$ cat config.mk
export PLATFORM = sky130hd
export DESIGN_NAME = rkt_top
export DESIGN_NICKNAME = d
export VERILOG_FILES = /design/src/logic/rkt_pkg.sv /design/src/logic/rkt_top.sv
export SDC_FILE = /design/constraint.sdc
export NUM_CORES = 1
export LEC_CHECK = 0
export ABC_AREA = 1
export BUFFER_PORTS_ARGS = -buffer_cell sky130_fd_sc_hd__buf_2
export CORE_MARGIN = 4
export CORE_UTILIZATION = 56
export DETAILED_ROUTE_END_ITERATION = 10
export GPL_ROUTABILITY_DRIVEN = 0
export PLACE_DENSITY = 0.81
export SYNTH_ARGS = -nofsm -noshare
export SYNTH_HDL_FRONTEND = slang
export SYNTH_SLANG_ARGS = --single-unit
$ cat constraint.sdc
create_clock -name clk_in -period 13.7 [get_ports clk_in]
set_input_delay 1.37 -clock clk_in [delete_from_list [all_inputs] [get_ports clk_in]]
set_output_delay 1.37 -clock clk_in [all_outputs]
set_load 0.03 [all_outputs]
$ cat src/logic/rkt_pkg.sv
// Summary of operation
// - Press needs four low samples 10 ms apart
// - Keys polled continually, never edge triggered
// - Confirmed press flags key, starts code send
// - Every frame carries a new rolling code
// - Nonlinear mixer with output feedback builds code
// - Thirteen config bytes, lockable against writes
// - Code block, key identity, sync from config
// - Forty mixer bits folded to 24 or 36
// - Sync pattern byte sent for receiver lock
// - Timer gives debounce tick and bit clock
// - Timer gives frame pause and hold limit
// - RF power enable low only while sending
// - Bits leave on one transmit pin
// - Lamp select picks lamp or RF enable on RF pin in crystal variant
// - RC variant uses oscillator pin as lamp
// - Reset initialises all device state
// - Lamp during pause, RF enable during frame
// - Repeat frames while held; halt after 80 s
// - Polarity bit sets transmit idle level
package rkt_pkg;
  // Clock and timing
  localparam int unsigned CLK_HZ          = 100_000_000;
  localparam int unsigned SAMPLE_MS       = 10;
  localparam int unsigned SAMPLE_CYCLES   = CLK_HZ / 1000 * SAMPLE_MS;
  localparam int unsigned HOLD_LIMIT_S    = 80;
  localparam int unsigned HOLD_TICKS      = HOLD_LIMIT_S * 1000 / SAMPLE_MS;
  localparam logic [2:0]  PRESS_SAMPLES   = 3'h4;
  localparam int unsigned BIT_UNIT_CYCLES = 16;
  // Key and code widths
  localparam int unsigned NUM_KEYS  = 4;
  localparam int unsigned GEN_BITS  = 40;
  localparam int unsigned SYNC_BITS = 8;
  localparam int unsigned SHORT_LEN = 24;
  localparam int unsigned LONG_LEN  = 36;
  // Config memory layout
  localparam int unsigned CFG_BYTES   = 13;
  localparam logic [3:0]  A_KEY_ID0   = 4'h0;
  localparam logic [3:0]  A_SYNC      = 4'h3;
  localparam logic [3:0]  A_BLOCK0    = 4'h4;
  localparam logic [3:0]  A_OPTIONS   = 4'h7;
  localparam logic [3:0]  A_BIT_DIV   = 4'h8;
  localparam logic [3:0]  A_PAUSE     = 4'hA;
  localparam logic [3:0]  A_LOCK      = 4'hC;
  localparam logic [3:0]  A_STATUS    = 4'hD;
  localparam logic [3:0]  A_ROLL      = 4'hE;
  // Option bits
  localparam int unsigned OPT_POL     = 0;
  localparam int unsigned OPT_LAMPSEL = 1;
  localparam int unsigned OPT_HOLDEN  = 2;
  localparam int unsigned OPT_LONG    = 3;
  localparam int unsigned OPT_RC      = 4;
  localparam int unsigned OPT_PAUSEEN = 5;
  localparam int unsigned LOCK_BIT    = 7;
  // Reset values of config bytes
  localparam logic [7:0] RST_OPTIONS = 8'h30;
  localparam logic [7:0] RST_BIT_DIV = 8'h03;
  localparam logic [7:0] RST_PAUSE   = 8'h08;
  localparam logic [7:0] RST_OTHER   = 8'h00;
  // Controller states
  typedef enum logic [2:0] {S_IDLE, S_GEN, S_SEND, S_PAUSE, S_HALT} rkt_state_t;
endpackage

$ cat src/logic/rkt_top.sv
// Local design decisions: the placing of the registers and the plain strobed port.
`timescale 1ns/1ps
module rkt_top #(
  parameter int unsigned SAMPLE_CYC = rkt_pkg::SAMPLE_CYCLES,
  parameter int unsigned HOLD_TICK  = rkt_pkg::HOLD_TICKS
) (
  // Clock and reset
  input  wire logic                         clk_in,
  input  wire logic                         rst_in,
  // Key switches, active low
  input  wire logic [rkt_pkg::NUM_KEYS-1:0] key_n_in,
  // Register port
  input  wire logic [3:0]                   reg_addr_in,
  input  wire logic [7:0]                   reg_wdata_in,
  input  wire logic                         reg_wr_in,
  input  wire logic                         reg_rd_in,
  output logic      [7:0]                   reg_rdata_out,
  // Link pins
  output logic                              tx_out,
  output logic                              rf_power_or_lamp_pin_out,
  output logic                              osc_out_or_lamp_pin_out,
  output logic      [rkt_pkg::NUM_KEYS-1:0] key_pressed_out
);
  import rkt_pkg::*;

  ////////////////////////////////////////////////////////////////////////
  // Config memory and register port
  logic [7:0]       cfg_q [CFG_BYTES];       // Config bytes
  logic [7:0]       cfg_d [CFG_BYTES];
  logic [7:0]       rdata_q, rdata_d;        // Read data, one cycle late
  logic             locked;                  // Write disable in force
  rkt_state_t       state_q, state_d;
  logic [23:0]      roll_q, roll_d;          // Rolling counter

  assign locked = cfg_q[A_LOCK][LOCK_BIT];

  // Reset value per config byte
  function automatic logic [7:0] cfg_rst(input int unsigned idx);
    case (idx)
      A_OPTIONS: cfg_rst = RST_OPTIONS;
      A_BIT_DIV: cfg_rst = RST_BIT_DIV;
      A_PAUSE:   cfg_rst = RST_PAUSE;
      default:   cfg_rst = RST_OTHER;
    endcase
  endfunction

  // Writes land only while unlocked
  always_comb begin
    for (int i = 0; i < CFG_BYTES; i++) begin
      cfg_d[i] = cfg_q[i];
    end
    if (reg_wr_in && !locked && reg_addr_in < A_STATUS) begin
      cfg_d[reg_addr_in] = reg_wdata_in;
    end
    rdata_d = 8'h00;
    if (reg_rd_in) begin
      if (reg_addr_in < A_STATUS) begin
        rdata_d = cfg_q[reg_addr_in];
      end else if (reg_addr_in == A_STATUS) begin
        rdata_d = {1'b0, state_q, key_pressed_out};
      end else if (reg_addr_in == A_ROLL) begin
        rdata_d = roll_q[7:0];
      end
    end
  end

  // Register config and read data
  always_ff @(posedge clk_in or posedge rst_in) begin
    if (rst_in) begin
      for (int i = 0; i < CFG_BYTES; i++) begin
        cfg_q[i] <= cfg_rst(i);
      end
      rdata_q <= 8'h00;
    end else begin
      cfg_q   <= cfg_d;
      rdata_q <= rdata_d;
    end
  end
  assign reg_rdata_out = rdata_q;

  ////////////////////////////////////////////////////////////////////////
  // Key synchroniser and debounce
  logic [NUM_KEYS-1:0] s1_q, s2_q, s3_q;      // Three-stage sampler
  logic [NUM_KEYS-1:0] filt_q, filt_d;        // Agreed key level
  logic [2:0]          low_q [NUM_KEYS];      // Consecutive low samples
  logic [2:0]          low_d [NUM_KEYS];
  logic [NUM_KEYS-1:0] press_q, press_d;      // Confirmed presses
  logic [31:0]         tick_cnt_q, tick_cnt_d;
  logic                tick_q, tick_d;        // 10 ms sample strobe

  // Sample tick and polled counts
  always_comb begin
    tick_d     = 1'b0;
    tick_cnt_d = tick_cnt_q + 32'h1;
    if (tick_cnt_q == SAMPLE_CYC - 1) begin
      tick_cnt_d = 32'h0;
      tick_d     = 1'b1;
    end
    filt_d = filt_q;
    for (int k = 0; k < NUM_KEYS; k++) begin
      if (s2_q[k] == s3_q[k]) begin
        filt_d[k] = s3_q[k];
      end
    end
    low_d   = low_q;
    press_d = press_q;
    for (int k = 0; k < NUM_KEYS; k++) begin
      if (tick_q) begin
        if (filt_q[k]) begin
          low_d[k]   = 3'h0;
          press_d[k] = 1'b0;
        end else if (low_q[k] < PRESS_SAMPLES) begin
          low_d[k] = low_q[k] + 3'h1;
          // Fourth uninterrupted low confirms
          if (low_q[k] == PRESS_SAMPLES - 3'h1) begin
            press_d[k] = 1'b1;
          end
        end
      end
    end
  end

  // Register debounce state
  always_ff @(posedge clk_in or posedge rst_in) begin
    if (rst_in) begin
      s1_q       <= '1;
      s2_q       <= '1;
      s3_q       <= '1;
      filt_q     <= '1;
      press_q    <= '0;
      tick_cnt_q <= 32'h0;
      tick_q     <= 1'b0;
      for (int k = 0; k < NUM_KEYS; k++) begin
        low_q[k] <= 3'h0;
      end
    end else begin
      s1_q       <= key_n_in;
      s2_q       <= s1_q;
      s3_q       <= s2_q;
      filt_q     <= filt_d;
      press_q    <= press_d;
      tick_cnt_q <= tick_cnt_d;
      tick_q     <= tick_d;
      low_q      <= low_d;
    end
  end

  ////////////////////////////////////////////////////////////////////////
  // Code generator and frame controller
  logic [GEN_BITS-1:0] gen_q, gen_d;          // Mixer state
  logic [5:0]          gcnt_q, gcnt_d;        // Mixer round count
  logic [43:0]         frame_q, frame_d;      // Sync plus code, MSB first
  logic [5:0]          bits_q, bits_d;        // Bits left in frame
  logic [15:0]         btim_q, btim_d;        // Bit and pause timer
  logic [13:0]         hold_q, hold_d;        // Hold time in ticks
  logic                any_key;
  logic                opt_long;
  logic [15:0]         bit_len;

  assign any_key  = |press_q;
  assign opt_long = cfg_q[A_OPTIONS][OPT_LONG];
  assign bit_len  = 16'((cfg_q[A_BIT_DIV] + 16'h1) * BIT_UNIT_CYCLES);

  // One nonlinear round; top bit returns as feedback
  function automatic logic [GEN_BITS-1:0] mix_round(input logic [GEN_BITS-1:0] s);
    logic nb;
    nb = s[39] ^ s[20] ^ (s[5] & s[13]) ^ (s[31] | s[2]) ^ (s[27] & ~s[17]);
    mix_round = {s[38:0], nb};
  endfunction

  // Frame sequencing
  always_comb begin
    state_d = state_q;
    gen_d   = gen_q;
    gcnt_d  = gcnt_q;
    frame_d = frame_q;
    bits_d  = bits_q;
    btim_d  = btim_q;
    roll_d  = roll_q;
    hold_d  = (state_q == S_IDLE) ? 14'h0 : hold_q;
    if (tick_q && any_key && state_q != S_IDLE && hold_q != 14'h3FFF) begin
      hold_d = hold_q + 14'h1;
    end
    case (state_q)
      S_IDLE: begin
        if (any_key) begin
          state_d = S_GEN;
        end
      end
      S_GEN: begin
        if (gcnt_q == 6'h0) begin
          // Seed from secrets and the rolling count
          roll_d = roll_q + 24'h1;
          gen_d  = {cfg_q[A_BLOCK0], cfg_q[A_BLOCK0+1], cfg_q[A_BLOCK0+2], 16'h0} ^
                   {16'h0, cfg_q[A_KEY_ID0], cfg_q[A_KEY_ID0+1], cfg_q[A_KEY_ID0+2]} ^
                   {roll_q, 16'hA5C3};
          gcnt_d = 6'h1;
        end else if (gcnt_q < 6'(GEN_BITS)) begin
          gen_d  = mix_round(gen_q);
          gcnt_d = gcnt_q + 6'h1;
        end else begin
          // Fold forty bits into the chosen code length
          frame_d = opt_long ?
            {cfg_q[A_SYNC], gen_q[35:0] ^ {gen_q[39:36], 32'h0}} :
            {cfg_q[A_SYNC], gen_q[23:0] ^ {gen_q[39:24], 8'h0}, 12'h0};
          bits_d  = opt_long ? 6'(SYNC_BITS + LONG_LEN) : 6'(SYNC_BITS + SHORT_LEN);
          btim_d  = 16'h0;
          gcnt_d  = 6'h0;
          state_d = S_SEND;
        end
      end
      S_SEND: begin
        if (btim_q == bit_len - 16'h1) begin
          btim_d  = 16'h0;
          frame_d = {frame_q[42:0], 1'b0};
          bits_d  = bits_q - 6'h1;
          if (bits_q == 6'h1) begin
            // Pause only when enabled, else next frame at once
            if (!any_key) begin
              state_d = S_IDLE;
            end else if (cfg_q[A_OPTIONS][OPT_PAUSEEN]) begin
              state_d = S_PAUSE;
            end else begin
              state_d = S_GEN;
            end
          end
        end else begin
          btim_d = btim_q + 16'h1;
        end
      end
      S_PAUSE: begin
        if (btim_q == 16'(cfg_q[A_PAUSE] * bit_len)) begin
          btim_d  = 16'h0;
          state_d = any_key ? S_GEN : S_IDLE;
        end else begin
          btim_d = btim_q + 16'h1;
        end
      end
      S_HALT: begin
        // Wait for every key to let go
        if (!any_key) begin
          state_d = S_IDLE;
        end
      end
      default: state_d = S_IDLE;
    endcase
    // Hold limit overrides any frame in flight
    // Idle excluded: the count only clears on the edge after leaving halt
    if (cfg_q[A_OPTIONS][OPT_HOLDEN] && hold_q >= 14'(HOLD_TICK) && state_q != S_HALT && state_q != S_IDLE) begin
      state_d = S_HALT;
      gcnt_d  = 6'h0;
    end
  end

  // Register frame state
  always_ff @(posedge clk_in or posedge rst_in) begin
    if (rst_in) begin
      state_q <= S_IDLE;
      gen_q   <= '0;
      gcnt_q  <= 6'h0;
      frame_q <= '0;
      bits_q  <= 6'h0;
      btim_q  <= 16'h0;
      roll_q  <= 24'h0;
      hold_q  <= 14'h0;
    end else begin
      state_q <= state_d;
      gen_q   <= gen_d;
      gcnt_q  <= gcnt_d;
      frame_q <= frame_d;
      bits_q  <= bits_d;
      btim_q  <= btim_d;
      roll_q  <= roll_d;
      hold_q  <= hold_d;
    end
  end

  ////////////////////////////////////////////////////////////////////////
  // Output pins, all registered
  logic                tx_q, tx_d;
  logic                rfp_q, rfp_d;
  logic                olp_q, olp_d;
  logic                osc_q;                 // Divided clock for oscillator pin
  logic                rf_power_enable_n_n, lamp_n;

  // Pin muxing per clock variant and lamp select
  always_comb begin
    rf_power_enable_n_n = (state_q != S_SEND);
    lamp_n = (state_q != S_PAUSE);
    // Idle rests at the polarity level; data bits pass as is
    tx_d = (state_q == S_SEND) ? frame_q[43] : cfg_q[A_OPTIONS][OPT_POL];
    if (cfg_q[A_OPTIONS][OPT_RC]) begin
      rfp_d = rf_power_enable_n_n;
      olp_d = lamp_n;
    end else begin
      rfp_d = cfg_q[A_OPTIONS][OPT_LAMPSEL] ? rf_power_enable_n_n : lamp_n;
      olp_d = osc_q;
    end
  end

  // Register pins
  always_ff @(posedge clk_in or posedge rst_in) begin
    if (rst_in) begin
      tx_q  <= 1'b0;
      rfp_q <= 1'b1;
      olp_q <= 1'b1;
      osc_q <= 1'b0;
      key_pressed_out <= '0;
    end else begin
      tx_q  <= tx_d;
      rfp_q <= rfp_d;
      olp_q <= olp_d;
      osc_q <= ~osc_q;
      key_pressed_out <= press_q;
    end
  end
  assign tx_out                   = tx_q;
  assign rf_power_or_lamp_pin_out = rfp_q;
  assign osc_out_or_lamp_pin_out  = olp_q;
endmodule

==> impl.org <==
** Run status
- Result of the run :: completed

** STA
- At the pin with the least slew margin, the transition time is 1150 ps.
- Setup repair after global routing left no endpoint under its margin.
- The max-slew violation total from the final report was 0.
- Setup violations remaining at the end of the flow were counted as 0.
- Final min period :: 5990 ps
- Hold Vio Cnt, Final :: 0
- Final Skew :: 18.3 ps
- Worst slew margin relative to its limit :: between 20 and 25%
- Adding up every negative setup slack in the final design gives 0 ps.
- Final period utilization :: 43.8%
- Fmax :: 0.167 GHz

** Pwr
- Summed over all cells, the static leakage comes to 9.68 nW.
- Power consumption :: 2.09 mW
- Power density normalized to cell area :: 102 nW/um^2
- Across the VDD grid, the largest voltage drop is about 0.00013 V.

** Drt
- Wire length after detailed routing :: 49.3 mm
- Routed via count divided by cell count :: just under 6
- In this run the remaining antenna-violating nets after routing total 0.
- After the first detailed-routing iteration, the DRC count stood at 1985.
- Detailed routing inserted a total of approximately 16k vias.
- Post-DR wirelength/cell :: about 18 um
- Before antenna repair, the detailed router went through 6 iterations.
- For this run, design rule violations remaining after detail routing come to 0.

** Layout
- Cells fill 62.4% of the core in the end.
- Ant. Diodes :: 0
- Final net count :: between 2k and 2.5k
- Total non-filler cell area in the finished layout :: just over 20000 sq um
- Area growth from synthesis to layout :: 9.05%
- Layout cell share with drive strength beyond 1 :: 6.72%

** Synth
- Counting every net in the synthesized netlist gives 2408.
- The cell count after synthesis came out at about 2.3k.
- FFs w/ async S/R, synth :: 100%
- Cell area after synthesis :: 18800 sq um
- By area the synthesized netlist is led by dfrtp_1 42%, nand2_1 11%, o21ai_0 6.9%.
- Library cell with the highest instance count after synthesis :: nand2_1
- Share of synthesized area occupied by flip-flops and latches :: 45.2%
- Post-synthesis area per instance :: 8.11 sq um
- Counting flops and latches in the post-synthesis netlist gives 338.
- Number of warnings printed during yosys synthesis :: 0
- Top_reg_cell synth :: dfrtp_1
- Unique cell type count in the Yosys netlist :: 53
- The biggest area contributor in the post-synthesis netlist is dfrtp_1.
- Yosys mapped a number of flops with a built-in enable equal to 0.
- Summed over its instances, the top area cell type makes up 42.0% of the synthesized netlist area.
- Cell types with the highest counts after synthesis :: 552 x nand2_1, 315 x dfrtp_1, 293 x inv_1, 260 x o21ai_0, 124 x nor2_1

** Critical path
- The worst setup path is captured at a register.
- For the worst setup path, the data arrival time is 6360 ps.
- The worst setup path is launched from a register.
- Along the worst path, the maximum fanout reaches 13.
- Data on the critical path is required at its endpoint by 14070 ps.
- Setup CP Type :: reg -> reg

** Die
- Die W :: 191 um
- The die covers 36500 sq um.
- # IOs :: 35
- Once the floorplan was initialized, standard cells occupied 57.2% of the core.
- Number of placement rows :: 66
- Measured along the y axis, the die boundary spans 191 um.
- After floorplanning, the core was sized to cover 32800 sq um.

** Clock tree
- CTS built an H-tree with a depth of 2.
- Counting along the longest clock path gives a buffer depth of 3.
- Gates resized during post-CTS repair numbered 0.
- After clock tree synthesis, the clock-pin slew on the worst setup and hold paths is 60 ps.
- Number of buffers inserted during clock tree synthesis :: 37
- Source-to-sink clock delay at the later pin of the worst-skew pair :: 540 ps
- Number of setup buffers added after CTS :: 0
- TritonCTS built the clock tree.
- Cell chosen for the clock root :: clkbuf_16
- Clock tree synthesis found a total of 338 sinks.
- Hold repair after CTS inserted 0 buffers.

** Global route
- Entering global routing, the biggest net connects 138 pins.
- The first global-routing pass estimated 81.1 mm of wire.
- Total routing resource utilization after global routing :: 27.5%
- Vias in the first global route :: between 15k and 20k
- Global routing finished with a remaining overflow of 0.
- Initial antenna violation count :: 0

** Placed design
- The count of buffers added on input and output ports is 34.
- Standard cell area after detailed placement :: 19200 sq um
- Detailed placement ended at an HPWL of between 30 and 40 mm.

** Worst hold path
- The min-delay analysis places its worst path in the category reg -> reg.

** Flow run
- Max-cap violations in this run came to 0.
## power breakdown
part | switching, mW | leakage (nW) | total (mW) | internal [mW]
clock network | 0.414 | 0.630 | 1.04 | 0.624
logic | 0.0413 | 4.43 | 0.0479 | 0.00658
registers | 0.00195 | 4.62 | 1.01 | 1.00
## worst paths after layout
kind	start	to	slack, ps	cells past startpoint
hold / removal	s1_q[0]$_DFF_PP1_	s2_q[0]$_DFF_PP1_	350	0
setup reg to reg	cfg_q[32]$_DFFE_PP1P_	btim_q[2]$_DFFE_PP0P_	7710	25
max in group asynchronous	rst_in	tick_cnt_q[29]$_DFF_PP0_	10230	4
setup / recovery	cfg_q[32]$_DFFE_PP1P_	btim_q[2]$_DFFE_PP0P_	7710	25
hold reg to reg	s1_q[0]$_DFF_PP1_	s2_q[0]$_DFF_PP1_	350	0
min in group asynchronous	rst_in	roll_q[15]$_DFFE_PP0P_	1050	2
## logic make-up (layout without fill, tap and decap cells)
logic type / count (synthesis) / count (layout) / synth area share, %
compound gates: 521 / 521 / 15.6
fa+ha+maj: 79 / 79 / 6.57
xor+xnor: 99 / 99 / 4.62
buf+inv: 391 / 413 / 8.16
mux: 1 / 1 / 0.0533
flops: 338 / 338 / 45.2
simple gates: 884 / 884 / 19.8
## metal layers
layer  track usage [%]  wire length (um)  vias up
li1                  -                 -     7565
met1              38.1             20300     7886
met2              43.1             22500      800
met3              5.41              4460      148
met4              10.8              2100        0
met5                 0                 0        -
## worst max-delay path: stages (launching register included)
cell	delay [ps]
dfstp_2	690
ha_1	230
nand3_1	100
nand2_1	150
nand2_2	100
inv_1	210
nand2_1	120
fa_1	570
fa_1	460
fa_1	540
fa_1	540
inv_1	40
ha_1	370
nand2_1	100
inv_1	80
nand4_1	130
nand4_1	140
nand2_1	70
nand2_1	60
nand3_1	60
nor3_1	180
nand3_1	170
nand2_1	90
nand2_1	190
inv_1	290
o22ai_1	130
## final cells by class
class,instances,area (sq um)
clock inverter,10,114
timing repair buffer,44,245
clock buffer,58,1160
sequential,338,8490
fill,2698,12300
tap,442,553
multi-input combinational,1584,8760
inverter,301,1140
## state kept, by name, summed over array words and instances (netlist names), 6 cells and up
register,count
bits_q,6
btim_q,16
cfg_q,104
frame_q,44
gcnt_q,6
gen_q,40
hold_q,14
low_q,12
reg_rdata_out,8
roll_q,24
tick_cnt_q,32
## through the flow
stage | setup slack (ps) | hold WS [ps] | cells
2_1_floorplan | 3000 | 345 | 2313
6_report | 7710 | 354 | 2777
4_1_cts | 7780 | 354 | 2777
5_1_grt | 7200 | 356 | 2777
3_3_place_gp | 8010 | 346 | 2709
3_5_place_dp | 7800 | 347 | 2709
## cell usage in the layout (no fill, tap or decap), drive strengths merged, types with 2 or more instances in the layout
master / instances
o22ai: 27
maj3: 4
clkinv: 10
or2: 5
clkbuf: 58
o211ai: 13
buf: 44
inv: 299
nand3b: 10
nand3: 93
nor3: 42
nor3b: 3
xor2: 69
a41oi: 3
dfrtp: 315
xnor2: 30
nand2: 562
nor4: 11
fa: 34
ha: 41
a31oi: 5
o31ai: 3
dfstp: 23
bufinv: 2
nand4: 29
a21oi: 108
o21bai: 2
a221oi: 3
a22oi: 63
nor2: 128
a32o: 2
o21a: 5
o21ai: 283
Power figures use the tool's default switching activity.
